<file path="src/core/wds_pkg.sv">
// Shared constants for the watchdog, sleep and reset-status block.
// Assumes a single 200 MHz fabric clock; all slower rates are derived from it.
package wds_pkg;

  // Clock period of the fabric clock in nanoseconds.
  localparam int CLK_NS = 5;

  // Nominal watchdog period without prescaler, in milliseconds.
  localparam int WDT_PERIOD_MS = 14;
  // Watchdog base period in clock cycles; rounded down as a longest time.
  localparam int WDT_BASE_CYC = (WDT_PERIOD_MS * 1000000) / CLK_NS;

  // Nominal reset-hold interval, in milliseconds.
  localparam int HOLD_MS = 7;
  // Reset-hold interval in clock cycles; rounded up as a least time.
  localparam int HOLD_CYC = (HOLD_MS * 1000000 + CLK_NS - 1) / CLK_NS;

  // Supply must stay low longer than this many nanoseconds to trip.
  localparam int PFD_MIN_NS = 100;
  // Least filter time in cycles, rounded up.
  localparam int PFD_MIN_CYC = (PFD_MIN_NS + CLK_NS - 1) / CLK_NS;
  // Low samples needed to exceed the filter time.
  localparam logic [4:0] PFD_TRIP_CNT = 5'(PFD_MIN_CYC + 1);

  // Width of the base and hold counters; covers both cycle counts.
  localparam int CNT_W = 22;

  // Register byte offsets on the APB slave.
  localparam logic [7:0] OPTION_CONTROL_OFS = 8'h00;
  localparam logic [7:0] SLEEP_STATUS_OFS = 8'h04;

  // Reset value of the option register.
  localparam logic [7:0] OPTION_RESET = 8'h3F;

  // Field positions in the option register.
  localparam int OPT_LOW_THRESHOLD_SELECT = 7;
  localparam int OPT_SUPPLY_DROP_ENABLE = 6;
  localparam int OPT_PRESCALER_ASSIGN = 3;
  localparam int OPT_PRESCALE_LSB = 0;

  // Field positions in the status register.
  localparam int STS_TIMEOUT_FLAG = 4;
  localparam int STS_POWERDOWN_FLAG = 3;
  localparam int STS_FUSE_ENABLE = 2;
  localparam int STS_CPU_RESET = 1;
  localparam int STS_ASLEEP = 0;

  // Device operating states.
  typedef enum logic [1:0] {ST_HOLD, ST_RUN, ST_SLEEP} wds_state_t;

endpackage

</file>
<file path="src/core/wds_top.sv">
// Watchdog with shared postscaler, sleep control, reset-hold timer,
// timeout and power-down status flags, and a filtered supply-drop reset.
// Assumes the processor core pulses its instruction strobes for one cycle on clk
// and that sys_rst is the power-up reset. Registers sit on an APB slave.
//
// The APB register port and the register addresses are this design's own decisions.
`timescale 1ns/1ps
module wds_top import wds_pkg::*; #(
  parameter int WDT_BASE_CYCLES = WDT_BASE_CYC,
  parameter int HOLD_CYCLES = HOLD_CYC
) (
  // Clock and power-up reset.
  input wire logic clk,
  input wire logic sys_rst,
  // APB slave.
  input wire logic psel,
  input wire logic penable,
  input wire logic pwrite,
  input wire logic [7:0] paddr,
  input wire logic [31:0] pwdata,
  output logic [31:0] prdata,
  output logic pready,
  output logic pslverr,
  // Instruction strobes from the processor core.
  input wire logic watchdog_clear_instr,
  input wire logic sleep_instr,
  // Asynchronous pins and analog comparator outputs.
  input wire logic reset_pin_n,
  input wire logic supply_below_normal,
  input wire logic supply_below_low,
  input wire logic watchdog_fuse_enable,
  // Reset pin drive; never enabled.
  output logic reset_pin_oe,
  // Core control and status.
  output logic cpu_reset,
  output logic core_clk_en,
  output logic osc_drive_en,
  output logic io_hold,
  output logic timeout_flag,
  output logic powerdown_flag,
  output logic [7:0] option_control
);

  // Synchronised pin levels.
  logic ext_rst_active;
  logic below_normal;
  logic below_low;
  logic fuse_en;
  // Current and next device state.
  wds_state_t state;
  wds_state_t next_state;
  // Watchdog base counter, postscaler and their decoded limits.
  logic [CNT_W-1:0] base_cnt;
  logic [7:0] post_cnt;
  logic [7:0] post_last;
  logic base_last;
  logic wdt_fire;
  logic wdt_clr;
  // Reset-hold counter.
  logic [CNT_W-1:0] hold_cnt;
  // Supply-drop filter.
  logic [4:0] pfd_cnt;
  logic supply_low;
  logic pfd_trip;
  // Any event that forces a device reset.
  logic dev_reset_req;
  // Instruction strobes only count while the core runs.
  logic run_sleep;
  logic run_clear;
  // APB decode.
  logic apb_access;
  logic apb_done;

  // Last postscaler count for the current option value; zero when unassigned.
  function automatic logic [7:0] wds_post_last(input logic [7:0] opt);
    if (opt[OPT_PRESCALER_ASSIGN]) begin
      return 8'hFF >> (3'h7 - opt[OPT_PRESCALE_LSB +: 3]);
    end
    return 8'h00;
  endfunction

  // Pins come from outside the clock domain. The reset pin is inverted so that
  // its synchronised copy reads high while the pin is held low.
  wds_sync #(
    .WIDTH(4)
  ) u_sync (
    .clk(clk),
    .sys_rst(sys_rst),
    .async_in({watchdog_fuse_enable, supply_below_low, supply_below_normal, reset_pin_n}),
    .reset_level(4'h1),
    .sync_out({fuse_en, below_low, below_normal, ext_rst_active})
  );

  // Instruction strobes are honoured only while the core has a clock.
  assign run_sleep = (state == ST_RUN) && sleep_instr;
  assign run_clear = (state == ST_RUN) && watchdog_clear_instr;

  // Supply comparator choice follows the threshold select bit.
  assign supply_low = option_control[OPT_LOW_THRESHOLD_SELECT] ? below_low : below_normal;

  // Count consecutive low samples while the detector is enabled; saturate at trip.
  always_ff @(posedge clk or posedge sys_rst) begin
    if (sys_rst) begin
      pfd_cnt <= 5'h00;
    end else if (!option_control[OPT_SUPPLY_DROP_ENABLE] || !supply_low) begin
      pfd_cnt <= 5'h00;
    end else if (pfd_cnt != PFD_TRIP_CNT) begin
      pfd_cnt <= pfd_cnt + 5'h01;
    end
  end

  // A drop must outlast the filter time, so short noise spikes are ignored.
  assign pfd_trip = (pfd_cnt == PFD_TRIP_CNT);

  // Postscaler limit and base wrap point.
  assign post_last = wds_post_last(option_control);
  assign base_last = (base_cnt == CNT_W'(WDT_BASE_CYCLES - 1));

  // Timeout fires only with the fuse set, in run or sleep, whatever the flags hold.
  assign wdt_fire = fuse_en && (state != ST_HOLD) && base_last && (post_cnt == post_last);

  // Clear on the clear and sleep strobes, on timeout, and throughout reset hold,
  // which also covers every wake-up since waking always passes through hold.
  assign wdt_clr = (state == ST_HOLD) || run_clear || run_sleep || wdt_fire || !fuse_en;

  // The watchdog counts on clk, not on the gated core clock, so sleep does not stop it.
  always_ff @(posedge clk or posedge sys_rst) begin
    if (sys_rst) begin
      base_cnt <= '0;
    end else if (wdt_clr || dev_reset_req) begin
      base_cnt <= '0;
    end else if (base_last) begin
      base_cnt <= '0;
    end else begin
      base_cnt <= base_cnt + CNT_W'(1);
    end
  end

  // The postscaler advances once per base period.
  always_ff @(posedge clk or posedge sys_rst) begin
    if (sys_rst) begin
      post_cnt <= 8'h00;
    end else if (wdt_clr || dev_reset_req) begin
      post_cnt <= 8'h00;
    end else if (base_last) begin
      post_cnt <= post_cnt + 8'h01;
    end
  end

  // Every reset source forces hold; only the pin keeps it there, as hold reloads the option value with the supply detector off.
  assign dev_reset_req = ext_rst_active || pfd_trip || wdt_fire;

  // Device state sequencing.
  always_comb begin
    next_state = state;
    if (dev_reset_req) begin
      next_state = ST_HOLD;
    end else begin
      case (state)
        ST_HOLD: begin
          // Leave hold once the interval has run out with no source active.
          if (hold_cnt == CNT_W'(HOLD_CYCLES - 1)) begin
            next_state = ST_RUN;
          end
        end
        ST_RUN: begin
          // Sleep runs whatever the power-down flag holds.
          if (run_sleep) begin
            next_state = ST_SLEEP;
          end
        end
        ST_SLEEP: begin
          // Only a reset source leaves sleep.
          next_state = ST_SLEEP;
        end
        default: begin
          next_state = ST_HOLD;
        end
      endcase
    end
  end

  // State register; power-up starts in hold.
  always_ff @(posedge clk or posedge sys_rst) begin
    if (sys_rst) begin
      state <= ST_HOLD;
    end else begin
      state <= next_state;
    end
  end

  // Hold interval counter restarts on each reset event, so the interval is
  // measured from the release of the last source.
  always_ff @(posedge clk or posedge sys_rst) begin
    if (sys_rst) begin
      hold_cnt <= '0;
    end else if (dev_reset_req || state != ST_HOLD) begin
      hold_cnt <= '0;
    end else begin
      hold_cnt <= hold_cnt + CNT_W'(1);
    end
  end

  // Core-facing controls are registered from the next state so they match it.
  always_ff @(posedge clk or posedge sys_rst) begin
    if (sys_rst) begin
      cpu_reset <= 1'b1;
      core_clk_en <= 1'b0;
      osc_drive_en <= 1'b1;
      io_hold <= 1'b0;
    end else begin
      cpu_reset <= (next_state == ST_HOLD);
      core_clk_en <= (next_state == ST_RUN);
      osc_drive_en <= (next_state != ST_SLEEP);
      io_hold <= (next_state == ST_SLEEP);
    end
  end

  // The reset pin is an input only to this block; a watchdog reset stays internal.
  always_ff @(posedge clk or posedge sys_rst) begin
    if (sys_rst) begin
      reset_pin_oe <= 1'b0;
    end else begin
      reset_pin_oe <= 1'b0;
    end
  end

  // Status flags. Power-up sets both; timeout outranks the instruction strobes
  // so a timeout in the same cycle as a clear is never lost. Pin and supply
  // resets do not touch the flags, which gives the cause table after reset.
  always_ff @(posedge clk or posedge sys_rst) begin
    if (sys_rst) begin
      timeout_flag <= 1'b1;
      powerdown_flag <= 1'b1;
    end else if (wdt_fire) begin
      timeout_flag <= 1'b0;
    end else if (run_sleep) begin
      timeout_flag <= 1'b1;
      powerdown_flag <= 1'b0;
    end else if (run_clear) begin
      timeout_flag <= 1'b1;
      powerdown_flag <= 1'b1;
    end
  end

  // APB: one wait state, so read data and error come from registers.
  assign apb_access = psel && penable;
  assign apb_done = apb_access && pready;

  // Ready rises one cycle into the access phase and falls after completion.
  always_ff @(posedge clk or posedge sys_rst) begin
    if (sys_rst) begin
      pready <= 1'b0;
      pslverr <= 1'b0;
      prdata <= 32'h0000_0000;
    end else begin
      pready <= apb_access && !pready;
      pslverr <= (paddr != OPTION_CONTROL_OFS) && (paddr != SLEEP_STATUS_OFS);
      prdata <= 32'h0000_0000;
      if (!pwrite && paddr == SLEEP_STATUS_OFS) begin
        prdata[STS_TIMEOUT_FLAG] <= timeout_flag;
        prdata[STS_POWERDOWN_FLAG] <= powerdown_flag;
        prdata[STS_FUSE_ENABLE] <= fuse_en;
        prdata[STS_CPU_RESET] <= cpu_reset;
        prdata[STS_ASLEEP] <= io_hold;
      end
    end
  end

  // Option register is write-only and reloads its reset value during every
  // device reset; writes made during hold are dropped for that reason.
  always_ff @(posedge clk or posedge sys_rst) begin
    if (sys_rst) begin
      option_control <= OPTION_RESET;
    end else if (next_state == ST_HOLD) begin
      option_control <= OPTION_RESET;
    end else if (apb_done && pwrite && paddr == OPTION_CONTROL_OFS) begin
      option_control <= pwdata[7:0];
    end
  end
endmodule

</file>
<file path="src/core/wds_sync.sv">
// Two-stage synchroniser for a group of asynchronous level inputs.
// Assumes the inputs are slow levels; a pulse shorter than one cycle may fall between edges and be lost.
`timescale 1ns/1ps
module wds_sync #(
  parameter int WIDTH = 1
) (
  // Clock and reset.
  input wire logic clk,
  input wire logic sys_rst,
  // Asynchronous inputs and their synchronised copies.
  input wire logic [WIDTH-1:0] async_in,
  input wire logic [WIDTH-1:0] reset_level,
  output logic [WIDTH-1:0] sync_out
);

  // Each bit has its own pair of flip-flops; the first stage is read only by the second.
  genvar gi;
  generate
    for (gi = 0; gi < WIDTH; gi++) begin : g_bit
      logic meta;
      // Both stages reset to zero; the reset level is applied on the output side.
      always_ff @(posedge clk or posedge sys_rst) begin
        if (sys_rst) begin
          meta <= 1'b0;
        end else begin
          meta <= async_in[gi];
        end
      end
      always_ff @(posedge clk or posedge sys_rst) begin
        if (sys_rst) begin
          sync_out[gi] <= 1'b0;
        end else begin
          sync_out[gi] <= meta ^ reset_level[gi];
        end
      end
    end
  endgenerate

endmodule

</file>
<file path="config.mk">
export PLATFORM = sky130hd
export DESIGN_NAME = wds_top
export DESIGN_NICKNAME = d
export VERILOG_FILES = /design/src/core/wds_pkg.sv /design/src/core/wds_top.sv /design/src/core/wds_sync.sv
export SDC_FILE = /design/constraint.sdc
export NUM_CORES = 1
export LEC_CHECK = 0
export ABC_AREA = 1
export BUFFER_PORTS_ARGS = -buffer_cell sky130_fd_sc_hd__buf_4
export CORE_ASPECT_RATIO = 1.75
export CORE_MARGIN = 5
export CORE_UTILIZATION = 45
export CTS_CLUSTER_SIZE = 12
export DETAILED_ROUTE_END_ITERATION = 16
export PLACE_DENSITY = 0.68
export SYNTH_ARGS = -nofsm -noshare
export SYNTH_HDL_FRONTEND = slang
export SYNTH_HIERARCHICAL = 1
export SYNTH_SLANG_ARGS = --single-unit
</file>
<file path="constraint.sdc">
create_clock -name clk -period 4.5 [get_ports clk]
set_clock_uncertainty 0.05 [all_clocks]
set_input_delay 0.225 -clock clk [delete_from_list [all_inputs] [get_ports clk]]
set_output_delay 0.225 -clock clk [all_outputs]
set_load 0.05 [all_outputs]
</file>
==> flow_summary.json, run 1 <==
{
  "hold_viol": 0,
  "synth-simple-area-share": 0.3076,
  "post_cts_buffers": 0,
  "crit_slowest_cell": "dfstp_2",
  "crit_top_cell": "nor2_1",
  "ios": 100,
  "cp_max_fo": 11,
  "core_mm2": 0.01064,
  "antenna_cells": 0,
  "synth_xor_area_frac": 0.06163,
  "first_pass_iters": 5,
  "rr_worst_depth": 7,
  "hp-class": "input pin to register",
  "whs_path_depth": 3,
  "netlist_instances": 622,
  "post-route-period-util": 0.5101,
  "die-area_mm2": 0.01299,
  "grt_use_total": 0.1807,
  "ctsResizeCount": 0,
  "die_y_um": 147.1,
  "endpoint_kind": "register",
  "synth_compound_area_frac": 0.03004,
  "worst_skew_pair.late_latency_ps": 340,
  "synth_seq_area_share": 0.4583,
  "status": "finished clean",
  "synth_seq_cells": 88,
  "setup_violations": 0,
  "h-tree-depth": 3,
  "drc_errors": 0,
  "synth_cell_type_count": 33,
  "tns_ps": 0,
  "synthToLayoutAreaGrowth_pct": 15.59,
  "synth_top_family_by_area": "simple AND/OR/NAND/NOR gates",
  "num_rows": 50,
  "holdPathEnd": "option_control[4]",
  "synth_mux_area_frac": 0.004143,
  "cts_tree": "yes",
  "finalWirelength_mm": 10.58,
  "critPathKind": "register to register",
  "synth_area_mm2": 0.004832,
  "hold_slack_ps": 57.31,
  "min_period_ps": 2296,
  "r2r-end": "base_cnt[21]",
  "initial_core_util": 0.4544,
  "gp_congestion": 0.8485,
  "layout-drive-gt1-share": 0.1274,
  "overflow": 0,
  "worst_pin_slew_ps": 965.4,
  "antenna_found_initial": 0,
  "finalInstanceArea_mm2": 0.005585,
  "cts_root_buf": "clkbuf_16",
  "grt_pass1_vias": 4248,
  "layout_common_cells": "nand2_1, nor2_1, inv_1, dfrtp_1, buf_4",
  "placed_area_mm2": 0.005230,
  "cts.reportedPaths.clkPinSlew_ps": 70,
  "cts_buffers": 9,
  "fp.dieW_um": 88.33,
  "port_buffers": 47,
  "cts_sinks": 88,
  "fmax_mhz": 435.6,
  "fin_util": 0.5252,
  "crit_path_cell_trace": "nand2_1, nor2_1, xor2_1, nor2_1, nand3_4, nand4_1, nor2_1",
  "syn_area_per_cell_um2": 7.769,
  "num_vias": 4033,
  "drtIter0Drc": 162,
  "ant_nets": 0,
  "rsz0062_at_grt": "no",
  "regToRegSetupSlack_ps": 2200,
  "maxCapViolations": 0,
  "start_kind": "register",
  "wl_per_cell_um": 12.89,
  "min_from": "pwdata[4]",
  "holdBufCountCts": 5,
  "ys_warn_count": 6,
  "dpl.hpwl_mm": 8.082,
  "cts.path.max_buffers": 2,
  "synthAdderAreaFrac": 0.01295,
  "r2r_start": "option_control[3]",
  "required_ps": 4690,
  "via_per_inst": 4.912,
  "worst_path_largest_cell_delay_ps": 610,
  "arrival_ps": 2490,
  "grt_pass1_wl_mm": 18.68,
  "grt_max_degree": 48,
  "nets": 742,
  "report.final.slew_viol_count": 0,
  "powerDensity_mw_per_mm2": 300.0,
  "final_common_cell": "nand2_1",
  "leakagePower_uw": 0.002674,
  "ir_drop_mv": 0.2428,
  "slew-limit-headroom": 0.3555
}
## worst max-delay path: cells and delay by family, from the launching register on
| kind | cells | cell delay [ps] |
|---|---|---|
| AND/OR/NAND/NOR | 6 | 1340 |
| flip-flops | 1 | 610 |
| XOR/XNOR | 1 | 190 |
## power breakdown
part           internal [uW]  switching, uW  total [uW]
Combinational           27.0           89.6         117
Sequential               801           6.95         808
Clock                    435            316         751
## sequential cells by signal (all words and copies together), names as in the netlist, 2 cells and up
signal             count
u_sync/g_bit.meta      4
hold_cnt              22
u_sync/sync_out        4
post_cnt               8
pfd_cnt                5
option_control         8
base_cnt              22
prdata                 5
state                  2
## per-layer routing
layer,part of all wire,track usage,wire length (um)
met3,0.052,0.04040,548
met5,0,0,0
met4,0.042,0.09002,444
met1,0.37,0.1900,3869
met2,0.54,0.3261,5719
## area by class of cell
type	count	area [um^2]
multi-input combinational	442	2147
timing repair buffer	53	410.4
clock buffer	9	225.2
inverter	92	345.3
clock inverter	7	80.08
sequential	88	2215
fill	1030	5050
tap	130	162.7
## synth_stat cells
library cell	instances	area share
nand2_1	132	0.10
nor2_1	112	0.087
inv_1	92	0.071
dfrtp_1	78	0.40
nand3_1	34	0.035
buf_4	31	0.048
xor2_1	26	0.047
nor3_1	21	0.022
o21ai_0	19	0.020
nand4_1	16	0.021
dfstp_2	10	0.054
xnor2_1	8	0.015
ha_1	5	0.013
a21oi_1	4	0.0041
nand3b_1	4	0.0062
nor4_1	4	0.0052
nand3_2	3	0.0062
or2_2	3	0.0039
conb_1	2	0.0016
mux2i_1	2	0.0041
nand2_2	2	0.0026
nand3_4	2	0.0072
nor3b_1	2	0.0031
a211oi_1	1	0.0016
a31o_2	1	0.0018
a31oi_1	1	0.0013
buf_2	1	0.0010
buf_6	1	0.0023
clkbuf_1	1	0.00078
nor2_2	1	0.0013
nor3_4	1	0.0034
o211ai_1	1	0.0016
or3_1	1	0.0013
## cell families after synthesis
kind of cell,after synthesis
DFF,88
muxes,2
and+or+nand+nor,338
buffers and inverters,126
xor gates and xnor gates,34
adders and majority gates,5
other,2
AOI/OAI and AO/OA,27
## worst max path at each step
stage	from	endpoint	depth (start not counted)
floorplan	sys_rst	base_cnt[0]	1
global placement	option_control[3]	base_cnt[19]	7
detailed placement	option_control[3]	base_cnt[8]	7
CTS	option_control[3]	base_cnt[8]	7
global route	option_control[3]	base_cnt[19]	8
finish	option_control[3]	base_cnt[21]	7
## stage by stage
step / setup slack, ps / power [uW] / instances
6_report: 2204 / 1676 / 821
2_1_floorplan: 2190 / 926.1 / 656
3_3_place_gp: 2274 / 933.2 / 800
5_1_grt: 2008 / 1740 / 821
4_1_cts: 2189 / 1694 / 821
3_5_place_dp: 2212 / 936.1 / 800
Note: power is estimated with default switching activity, not from simulation.
==> run 2, diff against run 1 <==
- ABC_AREA: 1 -> 0
- PLACE_DENSITY: 0.68 -> 0.71
- clock period: 4.5 -> 2.1 ns (I/O delays scaled with it)
==> run 2 against run 1 <==
Compared with the run above: final cell count fell by 22%; cell area decreased by 3.4%; clock-buffer cell count grew 1; largest power group unchanged.
==> flow_summary.json, run 2 <==
{
  "grt_pass1_wl_mm": 14.89,
  "pre_cts_slack_ps": 89.03,
  "required_ps": 2310,
  "synth_xor_area_frac": 0.1069,
  "status": "finished clean",
  "grt_max_degree": 39,
  "setup_violations": 0,
  "maxCapViolations": 0,
  "cp_max_fo": 4,
  "antenna_cells": 0,
  "report.final.slew_viol_count": 0,
  "worst_skew_pair.late_latency_ps": 340,
  "overflow": 0,
  "hold_slack_ps": 20.41,
  "yosysMostFrequentCell": "dfrtp_1",
  "slew-limit-headroom": 0.4369,
  "synth_top_area_frac": 0.4494,
  "cts_tree": "yes",
  "port_buffers": 47,
  "synthAdderAreaFrac": 0.01441,
  "gp_congestion": 0.7901,
  "dp.cells": 608,
  "drc_errors": 0,
  "drtIter0Drc": 148,
  "largestRegisters": "base_cnt (22), hold_cnt (22)",
  "start_kind": "register",
  "synth_compound_area_frac": 0.04494,
  "antenna_found_initial": 0,
  "ys.flop_type": "dfrtp_1",
  "post-route-period-util": 0.9335,
  "min_period_ps": 1960,
  "synth_cell_type_count": 54,
  "layout_common_cells": "dfrtp_1, nor2_1, buf_4, nand2_1, xor2_1",
  "fin_cells": 642,
  "finalWirelength_mm": 8.811,
  "synth_seq_area_share": 0.5099,
  "synth_edf_count": 0,
  "wl_per_cell_um": 13.72,
  "netlist_instances": 431,
  "fmax_mhz": 510.1,
  "cts_sinks": 88,
  "fin_ws_ps": 139.6,
  "endpoint_kind": "register",
  "synthToLayoutAreaGrowth_pct": 24.17,
  "synth_area_mm2": 0.004343,
  "syn_area_per_cell_um2": 10.08,
  "grt_pass1_vias": 3240,
  "synthTopCellsByCount": "dfrtp_1, nor2_1, nand2_1",
  "hp-class": "input pin to register",
  "h-tree-depth": 3,
  "via_per_inst": 5.009,
  "layout-drive-gt1-share": 0.2058,
  "cts.reportedPaths.clkPinSlew_ps": 60,
  "critPathKind": "register to register",
  "powerDensity_mw_per_mm2": 682.7,
  "placed_area_mm2": 0.004863,
  "hold_viol": 0,
  "synth_top_family_by_area": "simple AND/OR/NAND/NOR gates",
  "synth_area_leaders": "dfrtp_1, xor2_1, nor2_1",
  "ant_nets": 0,
  "final_common_cell": "dfrtp_1",
  "fp.dieW_um": 84.26,
  "dpl.hpwl_mm": 6.385,
  "synthArstFlopShare": 1.000,
  "core_mm2": 0.009468,
  "ys_warn_count": 6,
  "grt_use_total": 0.1557,
  "synth_seq_cells": 88,
  "ios": 100,
  "num_vias": 3216,
  "cts.path.max_buffers": 2,
  "num_rows": 47,
  "synth-simple-area-share": 0.2285,
  "regArea_mm2": 0.002215,
  "die_y_um": 140.0,
  "leakagePower_uw": 0.002430,
  "first_pass_iters": 4,
  "yosysTopAreaCell": "dfrtp_1",
  "arrival_ps": 2170,
  "fillCellCount": 784,
  "worst_pin_slew_ps": 842.9,
  "cts_root_buf": "clkbuf_16",
  "ir_drop_mv": 0.5385,
  "die-area_mm2": 0.01179,
  "nets": 571,
  "finalInstanceArea_mm2": 0.005393,
  "synth_mux_area_frac": 0.02103,
  "cts_buffers": 9,
  "initial_core_util": 0.4587,
  "multi_input_area_mm2": 0.001966
}
## run 2: cell count changes after synthesis, sizes merged, moves of 11 or more
cell,change
nand3,-19
nand2,-100
nor3,-13
xnor2,+12
and3,+11
inv,-83
nor2,-41
o21ai,-16
## run 2: per-stage QoR
| step | setup TNS (ps) | total power [uW] | util |
|---|---|---|---|
| after CTS | 0 | 3726 | 0.5659 |
| after detailed placement | 0 | 2022 | 0.5137 |
| final | 0 | 3682 | 0.5696 |
| after floorplan | 0 | 1986 | - |
| after global placement | 0 | 2017 | 0.5137 |
| after global routing | -0.04707 | 3830 | 0.5696 |
## run 2: cell families (layout without fill, tap and decap cells)
logic type                 after synthesis  after routing
buffers and inverters                   49            108
muxes                                    9              9
xor gates and xnor gates                53             53
AOI/OAI and AO/OA                       29             29
and+or+nand+nor                        196            196
adders and majority gates                5              5
DFF                                     88             88
other                                    2             32
## run 2: final cells by class
class	count	area share
tap	122	0.02831
multi-input combinational	324	0.3645
clock buffer	10	0.04246
sequential	88	0.4107
timing repair buffer	83	0.1309
clock inverter	6	0.01578
inverter	9	0.007425
## run 2: report_power, final
part           internal [uW]  switching, uW  leakage, uW
registers               1720           14.6      0.00117
logic                   85.5            197      0.00111
clock network           1040            628     0.000148
total                   2840            840      0.00243
## run 2: worst max-delay path: stages, from the launching register on
cell and delay (ps):
dfrtp_1 370, ha_2 210, and4_1 220, nand3_1 160
nor3_2 200, nand4_1 170, or3_1 380, a21oi_1 140
## run 2: path summary, 6_finish.rpt
kind | from | endpoint | slack, ps | cells past startpoint
max in group asynchronous | sys_rst | hold_cnt[17] | 920 | 4
worst min-delay path | watchdog_clear_instr | powerdown_flag | 20 | 3
worst max register to register | base_cnt[0] | post_cnt[6] | 140 | 7
min in group asynchronous | sys_rst | u_sync/g_bit[1].meta | 230 | 3
worst max-delay path | base_cnt[0] | post_cnt[6] | 140 | 7
worst min register to register | u_sync/g_bit[0].meta | u_sync/sync_out[0] | 390 | 1
## run 2: metal layers
layer	track usage	routed length, um	vias to the layer above	part of all wire
met5	0	0	-	0
met4	0.06610	219	0	0.025
met3	0.03290	276	19	0.031
met2	0.2902	5015	63	0.57
met1	0.1662	3300	1582	0.37
li1	-	-	1552	-
## run 2: timing repair
action / 4_1_cts / 5_1_grt
endpoints found under the setup margin: 0 / 16
gates resized for setup: 0 / 9
hold buffers: 18 / 0
endpoints found under the hold margin: 49 / 0
buffers inserted: 0 / 0
